==> config.mk <==
export PLATFORM = sky130hd
export DESIGN_NAME = dsp_core
export DESIGN_NICKNAME = d
export VERILOG_FILES = /design/src/hw/dsp_pkg.sv /design/src/hw/dsp_core.sv /design/src/hw/dsp_delay.sv
export VERILOG_INCLUDE_DIRS = /design/src /design/src/hw
export SDC_FILE = /design/constraint.sdc
export NUM_CORES = 1
export LEC_CHECK = 0
export BUFFER_PORTS_ARGS = -buffer_cell sky130_fd_sc_hd__buf_2
export CAP_MARGIN = 10
export CELL_PAD_IN_SITES_DETAIL_PLACEMENT = 0
export CELL_PAD_IN_SITES_GLOBAL_PLACEMENT = 1
export CORE_MARGIN = 5
export CORE_UTILIZATION = 40
export CTS_CLUSTER_DIAMETER = 50
export CTS_CLUSTER_SIZE = 10
export DETAILED_ROUTE_END_ITERATION = 6
export GPL_ROUTABILITY_DRIVEN = 0
export PLACE_DENSITY = 0.79
export SLEW_MARGIN = 30
export SYNTH_ARGS = -nofsm -noshare
export SYNTH_HDL_FRONTEND = slang
export SYNTH_SLANG_ARGS = --single-unit
export TNS_END_PERCENT = 100
==> constraint.sdc <==
create_clock -name core_clk -period 5.8 [get_ports core_clk]
set_input_delay 0.29 -clock core_clk [delete_from_list [all_inputs] [get_ports core_clk]]
set_output_delay 0.29 -clock core_clk [all_outputs]
set_load 0.02 [all_outputs]
==> src/hw/dsp_regs.svh <==
// Constants for the dc source setpoint and protection block
`ifndef DSP_REGS_SVH
`define DSP_REGS_SVH
`define DSP_LVL_W 16
`define DSP_LVL_MAX 16'hffff
`define DSP_CURR_RST 16'h1999
`define DSP_VOLT_RST 16'h0000
`define DSP_DIG_RST 3'h0
`define DSP_CLK_HZ 40000000
`define DSP_DEL_US 80000
`define DSP_DEL_CYC ((`DSP_DEL_US * (`DSP_CLK_HZ / 1000000)))
`define DSP_DEL_W 32
`define DSP_CMD_W 4
`define DSP_DIG_LINE3 2
`define DSP_Q_OV 0
`define DSP_Q_OC 1
`define DSP_Q_OC2 12
`define DSP_Q_W 16
`endif

==> src/hw/dsp_pkg.sv <==
// Types shared by the dc source setpoint and protection block
package dsp_pkg;
   typedef enum logic [3:0]
   {
      DSP_CMD_NONE = 4'h0,
      DSP_CMD_CURR = 4'h1,
      DSP_CMD_CURR_TRIG = 4'h2,
      DSP_CMD_CURR2 = 4'h3,
      DSP_CMD_CURR2_TRIG = 4'h4,
      DSP_CMD_VOLT = 4'h5,
      DSP_CMD_VOLT_TRIG = 4'h6,
      DSP_CMD_VOLT2 = 4'h7,
      DSP_CMD_VOLT2_TRIG = 4'h8,
      DSP_CMD_OV_LEVEL = 4'h9,
      DSP_CMD_OC_ENA = 4'ha,
      DSP_CMD_OV_ENA = 4'hb,
      DSP_CMD_DIG_DATA = 4'hc,
      DSP_CMD_DIG_FUNC = 4'hd,
      DSP_CMD_PROT_CLEAR = 4'he,
      DSP_CMD_PROT_DELAY = 4'hf
   } dsp_cmd_t;
   typedef enum logic [1:0]
   {
      DSP_ARM_IDLE = 2'b00,
      DSP_ARM_WAIT = 2'b01
   } dsp_arm_t;
endpackage : dsp_pkg

==> src/hw/dsp_core.sv <==
// Setpoint, trigger, protection and digital port control
//
// Contract
// Main immediate current resets to ten percent
// Main pending current loads on armed trigger
// Auxiliary current immediate and pending, same behaviour
// Enabled overcurrent trip on constant current
// One overcurrent enable for all, resets off
// Only protection clear releases overcurrent latch
// Overvoltage trips output; level resets maximum
// Overvoltage immediate; overcurrent waits delay
// Overvoltage enable, resets disabled
// Protection clear releases overvoltage once gone
// Main immediate voltage resets to zero
// Main pending voltage loads on armed trigger
// Auxiliary voltage immediate and pending, zero
// Port bits zero, one drive lines
// Bit two: line three low or input
// Read returns bits zero, one, line three
// Port writes only in general function
// Port function selection kept non-volatile
// Clear needs faults gone, restores output state
// Delay postpones constant current recognition
// Armed trigger loads all levels, disarms
// Latches clear on reset; disable per channel
`timescale 1ns/1ps
`default_nettype none
`include "dsp_regs.svh"
module dsp_core #(
   parameter int LVL_W = `DSP_LVL_W,
   parameter int DEL_W = `DSP_DEL_W,
   parameter logic [DEL_W-1:0] DELAY_RST = DEL_W'(`DSP_DEL_CYC)
) (
   input wire logic core_clk,
   input wire logic sys_rst,
   input wire logic cmd_valid,
   input wire dsp_pkg::dsp_cmd_t cmd_code,
   input wire logic [LVL_W-1:0] cmd_data,
   input wire logic [DEL_W-1:0] cmd_delay,
   input wire logic initiate,
   input wire logic trigger,
   input wire logic out1_on_req,
   input wire logic out2_on_req,
   input wire logic [LVL_W-1:0] out1_volt_meas,
   input wire logic constant_current_state,
   input wire logic constant_current_state2,
   input wire logic nv_func_general,
   input wire logic port_line3_in,
   output logic [LVL_W-1:0] curr_level,
   output logic [LVL_W-1:0] curr2_level,
   output logic [LVL_W-1:0] volt_level,
   output logic [LVL_W-1:0] volt2_level,
   output logic [LVL_W-1:0] ov_level,
   output logic out1_enable,
   output logic out2_enable,
   output logic out1_disable,
   output logic out2_disable,
   output logic [`DSP_Q_W-1:0] ques_cond,
   output logic armed,
   output logic overcurrent_trip_ena,
   output logic overvoltage_trip_ena,
   output logic general_port_function,
   output logic port_line1_out,
   output logic port_line2_out,
   output logic port_line3_out,
   output logic port_line3_oe,
   output logic [2:0] port_data_rd,
   output logic nv_func_write
);
   logic [LVL_W-1:0] curr_r, curr_trig_r, curr2_r, curr2_trig_r;
   logic [LVL_W-1:0] volt_r, volt_trig_r, volt2_r, volt2_trig_r, ov_r;
   logic oc_ena_r, ov_ena_r, func_r, nv_wr_r, nv_load_r;
   logic [2:0] dig_r, dig_rd_r;
   logic oc1_lat_r, oc2_lat_r, ov_lat_r;
   logic [DEL_W-1:0] delay_r;
   logic dis1_r, dis2_r, en1_r, en2_r;
   dsp_pkg::dsp_arm_t arm_r;
   logic fire, restart, del_ok, ov_now, oc1_now, oc2_now, clr_ok;

   function automatic logic is_cmd(input dsp_pkg::dsp_cmd_t c);
      is_cmd = cmd_valid && (cmd_code == c);
   endfunction : is_cmd

   assign fire = trigger && (arm_r == dsp_pkg::DSP_ARM_WAIT);
   // Any output current or voltage change restarts the delay so reprogramming does not trip overcurrent
   assign restart = fire || is_cmd(dsp_pkg::DSP_CMD_CURR)
      || is_cmd(dsp_pkg::DSP_CMD_CURR2) || is_cmd(dsp_pkg::DSP_CMD_VOLT)
      || is_cmd(dsp_pkg::DSP_CMD_VOLT2);
   assign ov_now = ov_ena_r && (out1_volt_meas > ov_r);
   assign oc1_now = oc_ena_r && constant_current_state && del_ok;
   assign oc2_now = oc_ena_r && constant_current_state2 && del_ok;
   assign clr_ok = is_cmd(dsp_pkg::DSP_CMD_PROT_CLEAR) && !ov_now
      && !constant_current_state && !constant_current_state2;

   dsp_delay #(
      .DEL_W(DEL_W)
   ) u_delay (
      .core_clk(core_clk),
      .sys_rst(sys_rst),
      .restart(restart),
      .delay_cyc(delay_r),
      .expired(del_ok)
   );

   always_ff @(posedge core_clk or posedge sys_rst)
   begin
      if (sys_rst)
         arm_r <= dsp_pkg::DSP_ARM_IDLE;
      else if (fire)
         arm_r <= dsp_pkg::DSP_ARM_IDLE;
      else if (initiate)
         arm_r <= dsp_pkg::DSP_ARM_WAIT;
   end

   // Main output levels
   always_ff @(posedge core_clk or posedge sys_rst)
   begin
      if (sys_rst)
      begin
         curr_r <= `DSP_CURR_RST;
         curr_trig_r <= `DSP_CURR_RST;
         volt_r <= `DSP_VOLT_RST;
         volt_trig_r <= `DSP_VOLT_RST;
      end
      else
      begin
         if (fire)
         begin
            curr_r <= curr_trig_r;
            volt_r <= volt_trig_r;
         end
         else
         begin
            if (is_cmd(dsp_pkg::DSP_CMD_CURR))
               curr_r <= cmd_data;
            if (is_cmd(dsp_pkg::DSP_CMD_VOLT))
               volt_r <= cmd_data;
         end
         if (is_cmd(dsp_pkg::DSP_CMD_CURR_TRIG))
            curr_trig_r <= cmd_data;
         if (is_cmd(dsp_pkg::DSP_CMD_VOLT_TRIG))
            volt_trig_r <= cmd_data;
      end
   end

   // Auxiliary output levels
   always_ff @(posedge core_clk or posedge sys_rst)
   begin
      if (sys_rst)
      begin
         curr2_r <= `DSP_CURR_RST;
         curr2_trig_r <= `DSP_CURR_RST;
         volt2_r <= `DSP_VOLT_RST;
         volt2_trig_r <= `DSP_VOLT_RST;
      end
      else
      begin
         if (fire)
         begin
            curr2_r <= curr2_trig_r;
            volt2_r <= volt2_trig_r;
         end
         else
         begin
            if (is_cmd(dsp_pkg::DSP_CMD_CURR2))
               curr2_r <= cmd_data;
            if (is_cmd(dsp_pkg::DSP_CMD_VOLT2))
               volt2_r <= cmd_data;
         end
         if (is_cmd(dsp_pkg::DSP_CMD_CURR2_TRIG))
            curr2_trig_r <= cmd_data;
         if (is_cmd(dsp_pkg::DSP_CMD_VOLT2_TRIG))
            volt2_trig_r <= cmd_data;
      end
   end

   // Protection settings
   always_ff @(posedge core_clk or posedge sys_rst)
   begin
      if (sys_rst)
      begin
         ov_r <= `DSP_LVL_MAX;
         oc_ena_r <= 1'b0;
         ov_ena_r <= 1'b0;
         delay_r <= DELAY_RST;
      end
      else
      begin
         if (is_cmd(dsp_pkg::DSP_CMD_OV_LEVEL))
            ov_r <= cmd_data;
         if (is_cmd(dsp_pkg::DSP_CMD_OC_ENA))
            oc_ena_r <= cmd_data[0];
         if (is_cmd(dsp_pkg::DSP_CMD_OV_ENA))
            ov_ena_r <= cmd_data[0];
         if (is_cmd(dsp_pkg::DSP_CMD_PROT_DELAY))
            delay_r <= cmd_delay;
      end
   end

   // Latches: a trip in the clear cycle wins over the clear
   always_ff @(posedge core_clk or posedge sys_rst)
   begin
      if (sys_rst)
      begin
         oc1_lat_r <= 1'b0;
         oc2_lat_r <= 1'b0;
         ov_lat_r <= 1'b0;
      end
      else
      begin
         oc1_lat_r <= oc1_now || (oc1_lat_r && !clr_ok);
         oc2_lat_r <= oc2_now || (oc2_lat_r && !clr_ok);
         ov_lat_r <= ov_now || (ov_lat_r && !clr_ok);
      end
   end

   // Outputs follow the requested state once latches release
   always_ff @(posedge core_clk or posedge sys_rst)
   begin
      if (sys_rst)
      begin
         dis1_r <= 1'b0;
         dis2_r <= 1'b0;
         en1_r <= 1'b0;
         en2_r <= 1'b0;
      end
      else
      begin
         dis1_r <= oc1_lat_r || ov_lat_r;
         dis2_r <= oc2_lat_r;
         en1_r <= out1_on_req && !(oc1_lat_r || ov_lat_r);
         en2_r <= out2_on_req && !oc2_lat_r;
      end
   end

   // Digital port; function is mirrored to external storage and reloaded from it after reset
   always_ff @(posedge core_clk or posedge sys_rst)
   begin
      if (sys_rst)
      begin
         dig_r <= `DSP_DIG_RST;
         func_r <= 1'b0;
         nv_load_r <= 1'b1;
         nv_wr_r <= 1'b0;
         dig_rd_r <= `DSP_DIG_RST;
      end
      else
      begin
         nv_load_r <= 1'b0;
         nv_wr_r <= is_cmd(dsp_pkg::DSP_CMD_DIG_FUNC);
         // Stored choice returns a cycle after reset; a write wins
         if (is_cmd(dsp_pkg::DSP_CMD_DIG_FUNC))
            func_r <= cmd_data[0];
         else if (nv_load_r)
            func_r <= nv_func_general;
         if (is_cmd(dsp_pkg::DSP_CMD_DIG_DATA) && func_r)
            dig_r <= cmd_data[2:0];
         dig_rd_r <= {port_line3_in, dig_r[1:0]};
      end
   end

   assign curr_level = curr_r;
   assign curr2_level = curr2_r;
   assign volt_level = volt_r;
   assign volt2_level = volt2_r;
   assign ov_level = ov_r;
   assign out1_enable = en1_r;
   assign out2_enable = en2_r;
   assign out1_disable = dis1_r;
   assign out2_disable = dis2_r;
   assign armed = (arm_r == dsp_pkg::DSP_ARM_WAIT);
   assign overcurrent_trip_ena = oc_ena_r;
   assign overvoltage_trip_ena = ov_ena_r;
   assign general_port_function = func_r;
   assign port_line1_out = dig_r[0];
   assign port_line2_out = dig_r[1];
   assign port_line3_out = 1'b0;
   assign port_line3_oe = ~dig_r[`DSP_DIG_LINE3];
   assign port_data_rd = dig_rd_r;
   assign nv_func_write = nv_wr_r;
   always_comb
   begin
      ques_cond = '0;
      ques_cond[`DSP_Q_OV] = ov_lat_r;
      ques_cond[`DSP_Q_OC] = oc1_lat_r;
      ques_cond[`DSP_Q_OC2] = oc2_lat_r;
   end
endmodule : dsp_core
`default_nettype wire

==> src/hw/dsp_delay.sv <==
// Protection delay counter gating constant current recognition
`timescale 1ns/1ps
`default_nettype none
`include "dsp_regs.svh"
module dsp_delay #(
   parameter int DEL_W = `DSP_DEL_W
) (
   input wire logic core_clk,
   input wire logic sys_rst,
   input wire logic restart,
   input wire logic [DEL_W-1:0] delay_cyc,
   output logic expired
);
   logic [DEL_W-1:0] cnt_r;
   // Restart on each programmed output change
   always_ff @(posedge core_clk or posedge sys_rst)
   begin
      if (sys_rst)
         cnt_r <= '0;
      else if (restart)
         cnt_r <= delay_cyc;
      else if (cnt_r != '0)
         cnt_r <= cnt_r - 1'b1;
   end
   assign expired = (cnt_r == '0) && !restart;
endmodule : dsp_delay
`default_nettype wire

==> flow_metrics.py <==
metrics = {
    "run_status": {
        "status": "finished clean",
    },
    "route": {
        "drc": 0,
        "firstDrtPassIters": 4,
        "viasPerCell": 5.123,
        "drt_iter0_markers": 394,
        "wirelength_mm": 26.20,
        "routedWlPerCell_um": 17.87,
        "final_antenna_net_count": 0,
        "vias": 7511,
    },
    "yosys": {
        "async_flop_share_pct": 100.0,
        "yosys_warnings": 0,
        "synth_edf_count": 0,
        "ys_seq_area_share_pct": 55.39,
        "synth.distinct_cells": 60,
        "syn_avg_cell_area_um2": 11.36,
        "synthCells": 913,
        "synth_ff_type": "dfrtp_1",
        "ys_seq_elements": 227,
        "syn-cell-area_um2": 10370,
    },
    "global_route": {
        "grt_first_pass_wirelength_mm": 41.32,
        "grt_overflow": 0,
        "grt_pass1_vias": 7629,
        "grt_max_degree": 86,
        "grt_use_total_pct": 17.60,
        "antenna_found_initial": 1,
    },
    "power": {
        "p_clk_share_pct": 33.0,
        "swShare_pct": 31.03,
        "p_sw_mw": 1.604,
        "p_leak_nw": 5.749,
        "power.internal_mw": 3.565,
        "p_per_area_nw_per_um2": 403.5,
        "irDropWorstVdd_mv": 0.2536,
        "power_frac_comb_pct": 23.1,
        "seq_power_share_pct": 43.9,
    },
    "floorplanning": {
        "core-area_um2": 25760,
        "initial_utilization_pct": 40.26,
        "die-area_um2": 29250,
        "dieHeight_um": 171.0,
        "rows": 59,
        "fp.dieW_um": 171.0,
        "ios": 191,
    },
    "placed_design": {
        "place_inst": 1373,
        "postPlaceCellArea_um2": 11500,
        "dp_hpwl_mm": 17.81,
        "io_buffers": 176,
    },
    "clocking": {
        "path_clk_slew_ns": 0.06,
        "ctsResizeCount": 0,
        "h-tree-depth": 1,
        "post_cts_buffers": 0,
        "numCtsBuffers": 29,
        "clock_latency_ns": 0.55,
        "cts_tree": "built",
        "clockBufferDepth": 3,
        "clock_sinks": 227,
        "cts_root_buf": "clkbuf_16",
    },
    "setup_path": {
        "worst_setup_path_end_kind": "flop",
        "critPathKind": "reg -> reg",
        "cp_max_fo": 19,
        "critPathLaunchType": "flop",
        "cp_data_required_time_ns": 6.23,
        "arrival_ns": 3.47,
    },
    "cells_and_area": {
        "finalNetCount": 1202,
        "final_cells": 1466,
        "final_cell_area_um2": 12810,
        "post-route-util_pct": 49.73,
        "area_growth_pct": 23.52,
        "drive_above_1_share_pct": 35.70,
        "final_cell_mix": "dfrtp_1 (176), buf_2 (176), nand2_1 (114)",
    },
    "timing": {
        "tns_ns": 0,
        "fin_skew_ns": 0.01362,
        "rsz0062_at_grt": "false",
        "tightestPinTransition_ns": 0.8845,
        "period_share_pct": 52.44,
        "drv_slew": 0,
        "setup_viol_count_final": 0,
        "relSlewSlack_pct": 40.49,
        "fin_crit_ns": 3.041,
        "fin_hold_ws_ns": 0.01122,
        "hold_viol_final": 0,
        "max_freq_ghz": 0.3288,
    },
    "hold_path": {
        "hp-class": "in -> reg",
    },
    "job": {
        "cap_violations": 0,
    },
}
==> critical path, stage by stage, from the launching register on <==
cell     delay, ns
dfrtp_1       0.43
or4_1         0.72
or4_1         0.69
nor3_4        0.69
nor4b_1       0.11
a211o_1       0.29
==> power by group through the flow <==
stage / Combinational [mW] / Clock (mW) / Sequential (mW)
after floorplan: 0.639 / 0 / 2.43
after global placement: 1.16 / 0 / 2.27
after detailed placement: 1.19 / 0 / 2.28
after CTS: 1.21 / 1.75 / 2.27
after global routing: 1.33 / 1.81 / 2.32
final: 1.19 / 1.71 / 2.27
==> cell type report <==
cell class / instances / area (um^2)
diodes: 2 / 5.005
clock buffers: 48 / 847.1
clock inverters: 6 / 73.82
fillers: 2339 / 12950
inverters: 25 / 97.59
multi-input cells: 595 / 4212
flip-flops and latches: 227 / 5744
well taps: 335 / 419.2
repair buffers: 228 / 1413
==> flip-flops by register name, indices dropped and copies added, names as in the netlist, 3 cells and up <==
name	flops
curr2_level	16
volt2_level	16
delay_r	32
volt_level	16
u_delay.cnt_r	32
volt_trig_r	16
port_data_rd	3
curr2_trig_r	16
curr_level	16
dig_r	3
volt2_trig_r	16
ov_level	16
curr_trig_r	16
==> logic make-up (layout without fill, tap and decap cells) <==
group	Yosys count	in the layout	share of synthesized area [%]
multiplexers	170	170	17.64
XOR/XNOR	11	11	0.9290
buffers and inverters	105	307	4.681
AO/OA/AOI/OAI	158	158	8.964
AND/OR/NAND/NOR	224	224	10.31
adder cells (fa/ha/maj)	17	17	2.051
other	1	17	0.03616
flip-flops	227	227	55.39
==> path summary, 6_finish.rpt <==
check / startpoint / end / slack (ns) / cells after the start
max reg2reg: u_delay.cnt_r[8]$_DFFE_PP0P_ / u_delay.cnt_r[25]$_DFFE_PP0P_ / 2.76 / 5
max in group asynchronous: sys_rst / curr_level[2]$_DFFE_PP0P_ / 4.28 / 5
max: u_delay.cnt_r[8]$_DFFE_PP0P_ / u_delay.cnt_r[25]$_DFFE_PP0P_ / 2.76 / 5
min reg2reg: dig_r[1]$_DFFE_PP0P_ / port_data_rd[1]$_DFF_PP0_ / 0.43 / 0
min: cmd_delay[5] / delay_r[5]$_DFFE_PP0P_ / 0.01 / 2
min in group asynchronous: sys_rst / port_data_rd[2]$_DFF_PP0_ / 0.28 / 3
==> synth_stat cells (5+ instances only) <==
master,n,area (um^2)
clkbuf_2,6,30.03
o21ai_0,97,485.5
dfrtp_1,176,4404
a31oi_1,7,43.79
nand3_1,11,55.05
or4_1,12,90.09
clkbuf_1,45,168.9
nor4_1,6,37.54
mux2i_1,68,680.7
mux2_2,102,1149
a21oi_1,14,70.07
or3_1,5,31.28
buf_4,17,127.6
dfstp_2,51,1340
ha_1,17,212.7
nand2_1,114,427.9
xnor2_1,9,78.83
o31ai_1,8,60.06
nor3_1,7,35.03
inv_1,25,93.84
buf_2,10,50.05
nor2_1,34,127.6
==> per-layer routing <==
| layer | share of wire [%] | GRT usage (%) | wire (um) | vias to the layer above |
|---|---|---|---|---|
| li1 | - | - | - | 3564 |
| met1 | 41 | 22.98 | 10870 | 3698 |
| met2 | 49 | 29.66 | 12840 | 197 |
| met3 | 7.0 | 4.020 | 1829 | 52 |
| met4 | 2.5 | 4.788 | 665 | 0 |
| met5 | 0 | 0 | 0 | - |
==> repair_timing <==
item	CTS	global route
endpoints found under the hold margin	62	0
endpoints found under the setup margin	0	0
hold buffers	36	0
==> metrics by stage <==
stage	setup WS (ns)	total power, mW
2_1_floorplan	2.586	3.071
3_3_place_gp	2.781	3.436
3_5_place_dp	2.743	3.470
4_1_cts	2.728	5.227
5_1_grt	2.551	5.465
6_report	2.759	5.169
Note: power is estimated with default switching activity, not from simulation.
